==> src/design/pioscn_pkg.sv <==
// pioscn_pkg: constants, carriers and tap states for the pin cell array
// assumes: one core clock, software on a plain address/strobe register port
package pioscn_pkg;

	// array size and scan layout
	localparam int PIN_N   = 8;
	localparam int CELL_N  = 3;                 // input, output, enable cell per pin
	localparam int BSR_LEN = CELL_N * PIN_N;
	localparam int CELL_IN = 0;
	localparam int CELL_DO = 1;
	localparam int CELL_OE = 2;

	// scan defaults, overridable at the top module, plus the fixed ir capture code
	localparam int          IR_LEN_DEF  = 4;
	localparam logic [7:0]  OP_EXT_DEF  = 8'h00;
	localparam logic [7:0]  OP_SMP_DEF  = 8'h05;
	localparam logic [7:0]  OP_BYP_DEF  = 8'hff;
	localparam logic        BSR_REV_DEF = 1'b0;
	localparam logic        DIS_POL_DEF = 1'b1;
	localparam logic [1:0]  IR_CAP_VAL  = 2'b01;

	// register port
	localparam int          ADDR_W      = 8;
	localparam int          DATA_W      = 32;
	localparam logic [7:0]  REG_DIR_OUT = 8'h00;
	localparam logic [7:0]  REG_DIR_IN  = 8'h04;
	localparam logic [7:0]  REG_INV_D   = 8'h08;
	localparam logic [7:0]  REG_INV_OE  = 8'h0c;
	localparam logic [7:0]  REG_OD      = 8'h10;
	localparam logic [7:0]  REG_SRC_ADJ = 8'h14;
	localparam logic [7:0]  REG_FAST    = 8'h18;
	localparam logic [7:0]  REG_CTRL    = 8'h1c;
	localparam logic [7:0]  REG_STATUS  = 8'h20;
	localparam logic [7:0]  REG_PIN_IN  = 8'h24;

	// field positions and reset values
	localparam int          CTRL_BUSY   = 0;
	localparam int          CTRL_SCNOFF = 1;
	localparam int          STAT_PWR    = 0;
	localparam int          STAT_DIS    = 1;
	localparam int          STAT_IR     = 8;
	localparam int          STAT_TAP    = 16;
	localparam logic [7:0]  CFG_RST     = 8'h00;
	localparam logic [1:0]  CTRL_RST    = 2'h0;

	// logic cell side drive of every pin
	typedef struct packed {
		logic [PIN_N-1:0] route_data;
		logic [PIN_N-1:0] route_oe;
		logic [PIN_N-1:0] adj_data;
		logic [PIN_N-1:0] adj_oe;
	} pioscn_lc_t;

	// pad side drive
	typedef struct packed {
		logic [PIN_N-1:0] out;
		logic [PIN_N-1:0] oe;
	} pioscn_pad_t;

	// test access port controller states
	typedef enum logic [15:0] {
		TAP_TLR   = 16'h0001,
		TAP_RTI   = 16'h0002,
		TAP_SELDR = 16'h0004,
		TAP_CAPDR = 16'h0008,
		TAP_SHDR  = 16'h0010,
		TAP_EX1DR = 16'h0020,
		TAP_PADR  = 16'h0040,
		TAP_EX2DR = 16'h0080,
		TAP_UPDDR = 16'h0100,
		TAP_SELIR = 16'h0200,
		TAP_CAPIR = 16'h0400,
		TAP_SHIR  = 16'h0800,
		TAP_EX1IR = 16'h1000,
		TAP_PAIR  = 16'h2000,
		TAP_EX2IR = 16'h4000,
		TAP_UPDIR = 16'h8000
	} pioscn_tap_t;

endpackage : pioscn_pkg

==> src/design/pioscn_top.sv <==
// pioscn_top: pin cell array with boundary scan and configuration registers
// assumes: tck/tms/tdi are sampled on core_clk_i, far slower than it
`timescale 1ns/100ps
`default_nettype none

// Functional notes
// - each pin: input buffer plus tri-state driver; input, output or both
// - pin data comes from local routing or directly from adjacent logic cell
// - fast pin variant takes data only from the adjacent logic cell
// - each pin owns its enable, routed the same way as its data
// - data and enable each have a selectable inversion
// - open-drain: data tied low, enable switched by the user
// - open-drain pin only drives low or floats, never high
// - chip-wide output disable floats every pin regardless of enables
// - no pin is driven until operating conditions are reached
// - test port and scan logic follow the 1149.1-1990 standard
// - scan refused while configuration is in progress
// - sample/preload snapshots pins and preloads a pattern, no disturbance
// - extest drives scanned pattern on outputs, captures inputs
// - bypass puts a one-bit register between tdi and tdo
module pioscn_top
	import pioscn_pkg::*;
#(
	parameter int                   IR_W    = IR_LEN_DEF,
	parameter logic [IR_LEN_DEF-1:0] OP_EXT = OP_EXT_DEF[IR_LEN_DEF-1:0],
	parameter logic [IR_LEN_DEF-1:0] OP_SMP = OP_SMP_DEF[IR_LEN_DEF-1:0],
	parameter logic [IR_LEN_DEF-1:0] OP_BYP = OP_BYP_DEF[IR_LEN_DEF-1:0],
	parameter logic                 BSR_REV = BSR_REV_DEF,
	parameter logic                 DIS_POL = DIS_POL_DEF
) (
	// clock and reset
	input  wire logic              core_clk_i,
	input  wire logic              resetn_i,
	// register port
	input  wire logic [ADDR_W-1:0] reg_addr_i,
	input  wire logic [DATA_W-1:0] reg_wdata_i,
	input  wire logic              reg_wr_i,
	input  wire logic              reg_rd_i,
	output var  logic [DATA_W-1:0] reg_rdata_o,
	// logic cell side
	input  wire pioscn_lc_t        lc_drive_i,
	output var  logic [PIN_N-1:0]  core_in_o,
	// pads
	input  wire logic [PIN_N-1:0]  pin_in_i,
	output var  pioscn_pad_t       pad_o,
	// chip level
	input  wire logic              chip_wide_output_disable_i,
	input  wire logic              supply_ok_i,
	// test access port
	input  wire logic              tck_i,
	input  wire logic              tms_i,
	input  wire logic              tdi_i,
	output var  logic              tdo_o,
	output var  logic              tdo_oe_o
);

	// whole state of the block
	typedef struct packed {
		logic [PIN_N-1:0]   dir_out;
		logic [PIN_N-1:0]   dir_in;
		logic [PIN_N-1:0]   inv_d;
		logic [PIN_N-1:0]   inv_oe;
		logic [PIN_N-1:0]   od;
		logic [PIN_N-1:0]   src_adj;
		logic [PIN_N-1:0]   fast;
		logic [1:0]         ctrl;
		logic [DATA_W-1:0]  rdata;
		logic               tck_q;
		pioscn_tap_t        tap;
		logic [IR_W-1:0]    ir_sh;
		logic [IR_W-1:0]    ir;
		logic               byp;
		logic [BSR_LEN-1:0] bsr_sh;
		logic [BSR_LEN-1:0] bsr_up;
		logic               tdo;
		logic               tdo_oe;
		pioscn_pad_t        pad;
		logic [PIN_N-1:0]   core_in;
	} pioscn_st_t;

	pioscn_st_t s_r;
	pioscn_st_t s_nxt;

	// address decode shared by write and read
	function automatic logic hit(input logic [ADDR_W-1:0] a, input logic [ADDR_W-1:0] off);
		hit = (a == off);
	endfunction : hit

	// tap controller transition table
	function automatic pioscn_tap_t tap_step(input pioscn_tap_t t, input logic m);
		unique case (t)
			TAP_TLR:   tap_step = m ? TAP_TLR   : TAP_RTI;
			TAP_RTI:   tap_step = m ? TAP_SELDR : TAP_RTI;
			TAP_SELDR: tap_step = m ? TAP_SELIR : TAP_CAPDR;
			TAP_CAPDR: tap_step = m ? TAP_EX1DR : TAP_SHDR;
			TAP_SHDR:  tap_step = m ? TAP_EX1DR : TAP_SHDR;
			TAP_EX1DR: tap_step = m ? TAP_UPDDR : TAP_PADR;
			TAP_PADR:  tap_step = m ? TAP_EX2DR : TAP_PADR;
			TAP_EX2DR: tap_step = m ? TAP_UPDDR : TAP_SHDR;
			TAP_UPDDR: tap_step = m ? TAP_SELDR : TAP_RTI;
			TAP_SELIR: tap_step = m ? TAP_TLR   : TAP_CAPIR;
			TAP_CAPIR: tap_step = m ? TAP_EX1IR : TAP_SHIR;
			TAP_SHIR:  tap_step = m ? TAP_EX1IR : TAP_SHIR;
			TAP_EX1IR: tap_step = m ? TAP_UPDIR : TAP_PAIR;
			TAP_PAIR:  tap_step = m ? TAP_EX2IR : TAP_PAIR;
			TAP_EX2IR: tap_step = m ? TAP_UPDIR : TAP_SHIR;
			TAP_UPDIR: tap_step = m ? TAP_SELDR : TAP_RTI;
			default:   tap_step = TAP_TLR;
		endcase
	endfunction : tap_step

	// decoded helpers
	logic               tck_rise;
	logic               tck_fall;
	logic               scan_hold;
	logic               bsr_sel;
	logic               dis_act;
	logic [PIN_N-1:0]   core_d;
	logic [PIN_N-1:0]   core_oe;
	logic [PIN_N-1:0]   ext_d;
	logic [PIN_N-1:0]   ext_oe;
	logic [PIN_N-1:0]   sh_in;
	logic [BSR_LEN-1:0] cap_vec;

	assign tck_rise  = tck_i & ~s_r.tck_q;
	assign tck_fall  = ~tck_i & s_r.tck_q;
	assign scan_hold = s_r.ctrl[CTRL_BUSY] | s_r.ctrl[CTRL_SCNOFF];
	assign bsr_sel   = (s_r.ir == OP_EXT) || (s_r.ir == OP_SMP);
	assign dis_act   = (chip_wide_output_disable_i == DIS_POL);

	// per-pin core path and scan cell taps
	genvar gi;
	generate
		for (gi = 0; gi < PIN_N; gi++) begin : g_pin
			logic use_adj;
			// fast pins are hard-wired to the adjacent logic cell
			assign use_adj = s_r.fast[gi] | s_r.src_adj[gi];
			assign core_d[gi]  = (use_adj ? lc_drive_i.adj_data[gi]
			                              : lc_drive_i.route_data[gi]) ^ s_r.inv_d[gi];
			// enable follows the same route as the data
			assign core_oe[gi] = ((use_adj ? lc_drive_i.adj_oe[gi]
			                               : lc_drive_i.route_oe[gi]) ^ s_r.inv_oe[gi])
			                     & s_r.dir_out[gi];
			assign ext_d[gi]   = s_r.bsr_up[CELL_N*gi+CELL_DO];
			assign ext_oe[gi]  = s_r.bsr_up[CELL_N*gi+CELL_OE];
			assign sh_in[gi]   = s_r.bsr_sh[CELL_N*gi+CELL_IN];
			assign cap_vec[CELL_N*gi+CELL_IN] = pin_in_i[gi];
			assign cap_vec[CELL_N*gi+CELL_DO] = core_d[gi];
			assign cap_vec[CELL_N*gi+CELL_OE] = core_oe[gi];
		end
	endgenerate

	// next state of the whole block
	always_comb begin
		s_nxt       = s_r;
		s_nxt.rdata = '0;
		s_nxt.tck_q = tck_i;

		// register writes
		if (reg_wr_i) begin
			if (hit(reg_addr_i, REG_DIR_OUT)) s_nxt.dir_out = reg_wdata_i[PIN_N-1:0];
			if (hit(reg_addr_i, REG_DIR_IN))  s_nxt.dir_in  = reg_wdata_i[PIN_N-1:0];
			if (hit(reg_addr_i, REG_INV_D))   s_nxt.inv_d   = reg_wdata_i[PIN_N-1:0];
			if (hit(reg_addr_i, REG_INV_OE))  s_nxt.inv_oe  = reg_wdata_i[PIN_N-1:0];
			if (hit(reg_addr_i, REG_OD))      s_nxt.od      = reg_wdata_i[PIN_N-1:0];
			if (hit(reg_addr_i, REG_SRC_ADJ)) s_nxt.src_adj = reg_wdata_i[PIN_N-1:0];
			if (hit(reg_addr_i, REG_FAST))    s_nxt.fast    = reg_wdata_i[PIN_N-1:0];
			if (hit(reg_addr_i, REG_CTRL))    s_nxt.ctrl    = reg_wdata_i[1:0];
		end

		// register reads, unmapped reads return zero
		if (reg_rd_i) begin
			if (hit(reg_addr_i, REG_DIR_OUT)) s_nxt.rdata[PIN_N-1:0] = s_r.dir_out;
			if (hit(reg_addr_i, REG_DIR_IN))  s_nxt.rdata[PIN_N-1:0] = s_r.dir_in;
			if (hit(reg_addr_i, REG_INV_D))   s_nxt.rdata[PIN_N-1:0] = s_r.inv_d;
			if (hit(reg_addr_i, REG_INV_OE))  s_nxt.rdata[PIN_N-1:0] = s_r.inv_oe;
			if (hit(reg_addr_i, REG_OD))      s_nxt.rdata[PIN_N-1:0] = s_r.od;
			if (hit(reg_addr_i, REG_SRC_ADJ)) s_nxt.rdata[PIN_N-1:0] = s_r.src_adj;
			if (hit(reg_addr_i, REG_FAST))    s_nxt.rdata[PIN_N-1:0] = s_r.fast;
			if (hit(reg_addr_i, REG_CTRL))    s_nxt.rdata[1:0]       = s_r.ctrl;
			if (hit(reg_addr_i, REG_PIN_IN))  s_nxt.rdata[PIN_N-1:0] = pin_in_i;
			if (hit(reg_addr_i, REG_STATUS)) begin
				s_nxt.rdata[STAT_PWR]        = supply_ok_i;
				s_nxt.rdata[STAT_DIS]        = dis_act;
				s_nxt.rdata[STAT_IR +: IR_W] = s_r.ir;
				s_nxt.rdata[STAT_TAP +: 16]  = s_r.tap;
			end
		end

		// tap actions on a tck rising edge
		if (tck_rise) begin
			unique case (s_r.tap)
				TAP_CAPIR: s_nxt.ir_sh = {{(IR_W-2){1'b0}}, IR_CAP_VAL};
				TAP_SHIR:  s_nxt.ir_sh = {tdi_i, s_r.ir_sh[IR_W-1:1]};
				TAP_UPDIR: s_nxt.ir    = s_r.ir_sh;
				TAP_CAPDR: begin
					s_nxt.byp = 1'b0;
					// snapshot of pins and core drive, pads untouched
					if (bsr_sel) s_nxt.bsr_sh = cap_vec;
				end
				TAP_SHDR: begin
					if (!bsr_sel) s_nxt.byp = tdi_i;
					else if (BSR_REV) s_nxt.bsr_sh = {s_r.bsr_sh[BSR_LEN-2:0], tdi_i};
					else s_nxt.bsr_sh = {tdi_i, s_r.bsr_sh[BSR_LEN-1:1]};
				end
				// preload lands in the update stage for later use
				TAP_UPDDR: if (bsr_sel) s_nxt.bsr_up = s_r.bsr_sh;
				default: ;
			endcase
			s_nxt.tap = tap_step(s_r.tap, tms_i);
		end

		// tdo changes on the falling edge and floats outside shifts
		if (tck_fall) begin
			s_nxt.tdo_oe = (s_r.tap == TAP_SHIR) || (s_r.tap == TAP_SHDR);
			if (s_r.tap == TAP_SHIR) s_nxt.tdo = s_r.ir_sh[0];
			else if (!bsr_sel) s_nxt.tdo = s_r.byp;
			else s_nxt.tdo = BSR_REV ? s_r.bsr_sh[BSR_LEN-1] : s_r.bsr_sh[0];
		end

		// test-logic-reset selects bypass
		if (s_r.tap == TAP_TLR) s_nxt.ir = OP_BYP;

		// scan refused while configuring
		if (scan_hold) begin
			s_nxt.tap    = TAP_TLR;
			s_nxt.tdo_oe = 1'b0;
		end

		// pad drive
		for (int i = 0; i < PIN_N; i++) begin
			s_nxt.pad.out[i] = core_d[i];
			s_nxt.pad.oe[i]  = core_oe[i];
			if (s_r.ir == OP_EXT) begin
				s_nxt.pad.out[i] = ext_d[i];
				s_nxt.pad.oe[i]  = ext_oe[i];
			end
			if (s_r.od[i]) s_nxt.pad.out[i] = 1'b0;
			if (dis_act || !supply_ok_i) s_nxt.pad.oe[i] = 1'b0;
		end

		// input buffers toward the logic cells
		s_nxt.core_in = pin_in_i & s_r.dir_in;

		// reset values
		if (!resetn_i) begin
			s_nxt         = '0;
			s_nxt.dir_out = CFG_RST;
			s_nxt.dir_in  = CFG_RST;
			s_nxt.ctrl    = CTRL_RST;
			s_nxt.tap     = TAP_TLR;
			s_nxt.ir      = OP_BYP;
			// follow the pin so a high idle tck gives no false rise at release
			s_nxt.tck_q   = tck_i;
		end
	end

	// state register
	always_ff @(posedge core_clk_i) begin
		s_r <= s_nxt;
	end

	// outputs straight from the state register
	assign reg_rdata_o = s_r.rdata;
	assign core_in_o   = s_r.core_in;
	assign pad_o       = s_r.pad;
	assign tdo_o       = s_r.tdo;
	assign tdo_oe_o    = s_r.tdo_oe;
endmodule : pioscn_top

`default_nettype wire

==> config.mk <==
export PLATFORM = sky130hd
export DESIGN_NAME = pioscn_top
export DESIGN_NICKNAME = d
export VERILOG_FILES = /design/src/design/pioscn_pkg.sv /design/src/design/pioscn_top.sv
export SDC_FILE = /design/constraint.sdc
export NUM_CORES = 1
export LEC_CHECK = 0
export ABC_AREA = 1
export BUFFER_PORTS_ARGS = -buffer_cell sky130_fd_sc_hd__buf_2
export CAP_MARGIN = 20
export CORE_UTILIZATION = 45
export CTS_BUF_LIST = sky130_fd_sc_hd__clkbuf_4 sky130_fd_sc_hd__clkbuf_8 sky130_fd_sc_hd__clkbuf_16
export DETAILED_ROUTE_END_ITERATION = 7
export PLACE_DENSITY = 0.75
export SYNTH_ARGS = -nofsm -noshare
export SYNTH_HDL_FRONTEND = slang
export SYNTH_SLANG_ARGS = --single-unit
==> constraint.sdc <==
create_clock -name core_clk_i -period 2.7 [get_ports core_clk_i]
set_input_delay 0.405 -clock core_clk_i [delete_from_list [all_inputs] [get_ports core_clk_i]]
set_output_delay 0.405 -clock core_clk_i [all_outputs]
set_load 0.1 [all_outputs]
==> key figures <==
Global routing
  – GR peak layer: met2
  – Number of global-route vias before repair: 6,571
  – First-pass GRT wire length: 33.1 mm
  – Met2 Use GR: 35.1%
  – Initial antenna violation count: 0
  – Total GRT Usage: 22.7%
  – M3 GR Usage: 4.34%
  – Total grt overflow: 0
  – Met1 Use GR: 30.8%
  – Largest net degree at the start of global routing: 84

CTS
  – Clk_lat worst skew: 0.44 ns
  – Clk sinks: 178
  – Clock buffer depth: 2
  – Post-CTS Hold Buffers: 0
  – Clock Pin Slew Worst Setup and Hold Paths: 0.07 ns
  – CTS tree: built
  – CTS resizes: 0
  – Setup repair bufs after CTS: 0
  – Number of buffers created by CTS: 17
  – # H-tree levels: 4
  – Root Driver: clkbuf_16

Setup path
  – Slowest cell on crit path: nand2_2
  – Crit path largest cell delay: 0.48 ns
  – Top delay family on crit path: simple AND/OR/NAND/NOR gates
  – FF-to-FF End: s_r[74]
  – Worst Path Max Fanout: 45
  – Worst path arrival time: 2.42 ns
  – CP required: 3.02 ns
  – Worst Path Buf+Inv: 0
  – Crit path launch type: flip-flop
  – Flop2flop setup slack: 0.60 ns
  – R2r startpoint: s_r[95]
  – Depth of the most critical reg-to-reg path: 8
  – Crit path cell chain: nor2_1 -> nand3_1 -> nor2_1 -> nand2_2 -> nand2_1 -> o211ai_1 -> nand2_1 -> a21oi_1
  – Crit Path Class: flip-flop to flip-flop
  – Worst setup EP type: flip-flop

Synth
  – XOR/XNOR Fraction of Synth Area: 0.844%
  – Syn_area_per_cell: 7.00 sq um
  – EDFF count, synth: 0
  – Largest family of logic cells by synthesized area: simple AND/OR/NAND/NOR gates
  – Sequential fraction of the synthesis area: 42.9%
  – Gate Count Post-Synth: 1,186
  – Asr flop ratio synth: 0%
  – Yosys cell types: 35
  – Adder-Cell Fraction of Synth Area: 0%
  – Seq cells post-synth: 178
  – Synth Area in Simple Gates: 25.4%
  – Synth top area cells: dfxtp_1, nand2_1, nor2_1
  – Warnings from Yosys: 0
  – Post-synth top cells: nand2_1, dfxtp_1, nor2_1
  – Synthesized area: 8300 sq um
  – Mux contribution to synthesized area: 0%
  – Most frequent cell after synthesis: nand2_1
  – Share of the synthesized area in the top cell type: 42.9%
  – Ys flop type: dfxtp_1
  – Synth Area in Compound Gates: 16.9%
  – Synth area leader: dfxtp_1

Floorplanning
  – Rows: 49
  – Placeable Area: 18,000 sq um
  – Die span in y: 138 microns
  – I/O pins: 147
  – Die area: 19,000 sq um
  – DIE WIDTH: 138 microns
  – Starting Density: 46.1%

Pwr
  – Pleak: 0.00415 uW
  – Sw Ratio: 26.7%
  – Power per standard cell area: 583 nW/um^2
  – P_sw: 1440 uW
  – Logic pwr share: 6.6%
  – Total internal power: 3950 uW
  – Power share of the clock group: 44.4%
  – Peak VDD IR: 0.487 mV
  – Sequential power share: 49.0%

Timing
  – Minimum clock period: 2.10 ns
  – Final Cycle Share: 77.8%
  – Final Max Slew Viols: 0
  – Worst Clk Skew: 0.0121 ns
  – Post-route worst setup slack: 0.600 ns
  – Fin. Hold Viols: 0
  – Max Freq: 476 MHz
  – Max_slew headroom: 48.7%
  – Tightest Pin Transition: 0.766 ns
  – RSZ-0062 raised after global routing: false
  – Total negative slack: 0 ns
  – Setup violators final: 0

Run
  – Max cap viols: 0

Cells and area
  – Diodes inserted: 0
  – Final Util: 51.3%
  – Area Growth Syn to Fin: 11.5%
  – # nets final: 1,333
  – Layout cell share with drive strength beyond 1: 15.8%

Placed design
  – Number of port buffers: 118
  – Dpl ws: 0.559 ns
  – DP Wirelength: 15.6 mm
  – Placer's final routability congestion estimate: 0.938

Drt
  – Wire length per cell: 14.4 microns
  – DR iter-0 viols: 633
  – Via count: 7,570
  – 1st-pass router iterations: 5
  – DRT antenna net count: 0
  – WL final: 21.4 mm
  – Vias per cell: 5.09
  – Drt drc: 0

Status
  – Outcome: finished clean

Worst hold path
  – HP Start: tck_i
  – Hold path cells: 1
  – Worst Hold Class: primary input to flip-flop
  – Hold Path End: s_r[99]
## cells in the final DEF (no fill, tap or decap), types with 5 or more instances in the layout
master,n
a21oi_1,100
buf_4,14
nor2_2,10
o21ai_0,109
o211ai_1,10
nand2_1,187
dfxtp_1,178
nor2_1,176
xnor2_1,5
inv_1,131
nor3_1,30
o21ai_1,35
buf_2,118
nor2_4,6
o21bai_1,9
clkbuf_16,17
inv_2,9
nand4_1,9
nand3_1,64
## power by group through the flow
stage / clock network (uW) / registers [uW] / logic (uW)
2_1_floorplan: 0 / 2710 / 231
3_3_place_gp: 0 / 2700 / 351
3_5_place_dp: 0 / 2700 / 353
4_1_cts: 2420 / 2640 / 355
5_1_grt: 2540 / 2640 / 386
6_report: 2390 / 2640 / 358
## how the worst max path moves through the flow
stage | from | to | slack [ns] | cells after the start
2_1_floorplan | reg_addr_i[7] | s_r[160] | 1.10 | 9
3_3_place_gp | reg_addr_i[1] | s_r[164] | 0.64 | 9
3_5_place_dp | reg_addr_i[1] | s_r[181] | 0.56 | 7
4_1_cts | s_r[95] | s_r[74] | 0.62 | 8
5_1_grt | s_r[95] | s_r[74] | 0.39 | 8
6_report | s_r[95] | s_r[74] | 0.60 | 8
## registers in the layout, indices dropped and copies added, names as in the netlist
register	count
ext_d	8
core_in_o	8
s_r	108
tdo_o	1
pad_o	16
ext_oe	8
reg_rdata_o	28
tdo_oe_o	1
## per-layer routing
| layer | vias to the layer above | part of all wire, % |
|---|---|---|
| met5 | - | 0 |
| met3 | 39 | 5.8 |
| li1 | 3875 | - |
| met4 | 0 | 2.7 |
| met1 | 3380 | 47 |
| met2 | 276 | 45 |
## per-stage QoR
stage	instances	instance area [sq um]	hold slack (ns)	power, uW
6_report	1486	9250	0.0878	5390
5_1_grt	1486	9250	0.0842	5560
3_3_place_gp	1454	8680	0.450	3050
4_1_cts	1486	9250	0.0810	5410
2_1_floorplan	1189	8310	0.422	2940
3_5_place_dp	1454	8680	0.454	3060
## kinds of logic after synthesis
group,count (synthesis)
other,1
AND/OR/NAND/NOR,491
XOR/XNOR,8
buffers and inverters,240
flip-flops,178
AO/OA/AOI/OAI,268
## area by class of cell
class | instances | area (sq um)
tap | 229 | 287
multi-input combinational | 771 | 3590
clock buffer | 17 | 425
clock inverter | 15 | 144
fill | 1750 | 8770
sequential | 178 | 3560
inverter | 144 | 544
timing repair buffer | 132 | 696
Note: power is estimated with default switching activity, not from simulation.
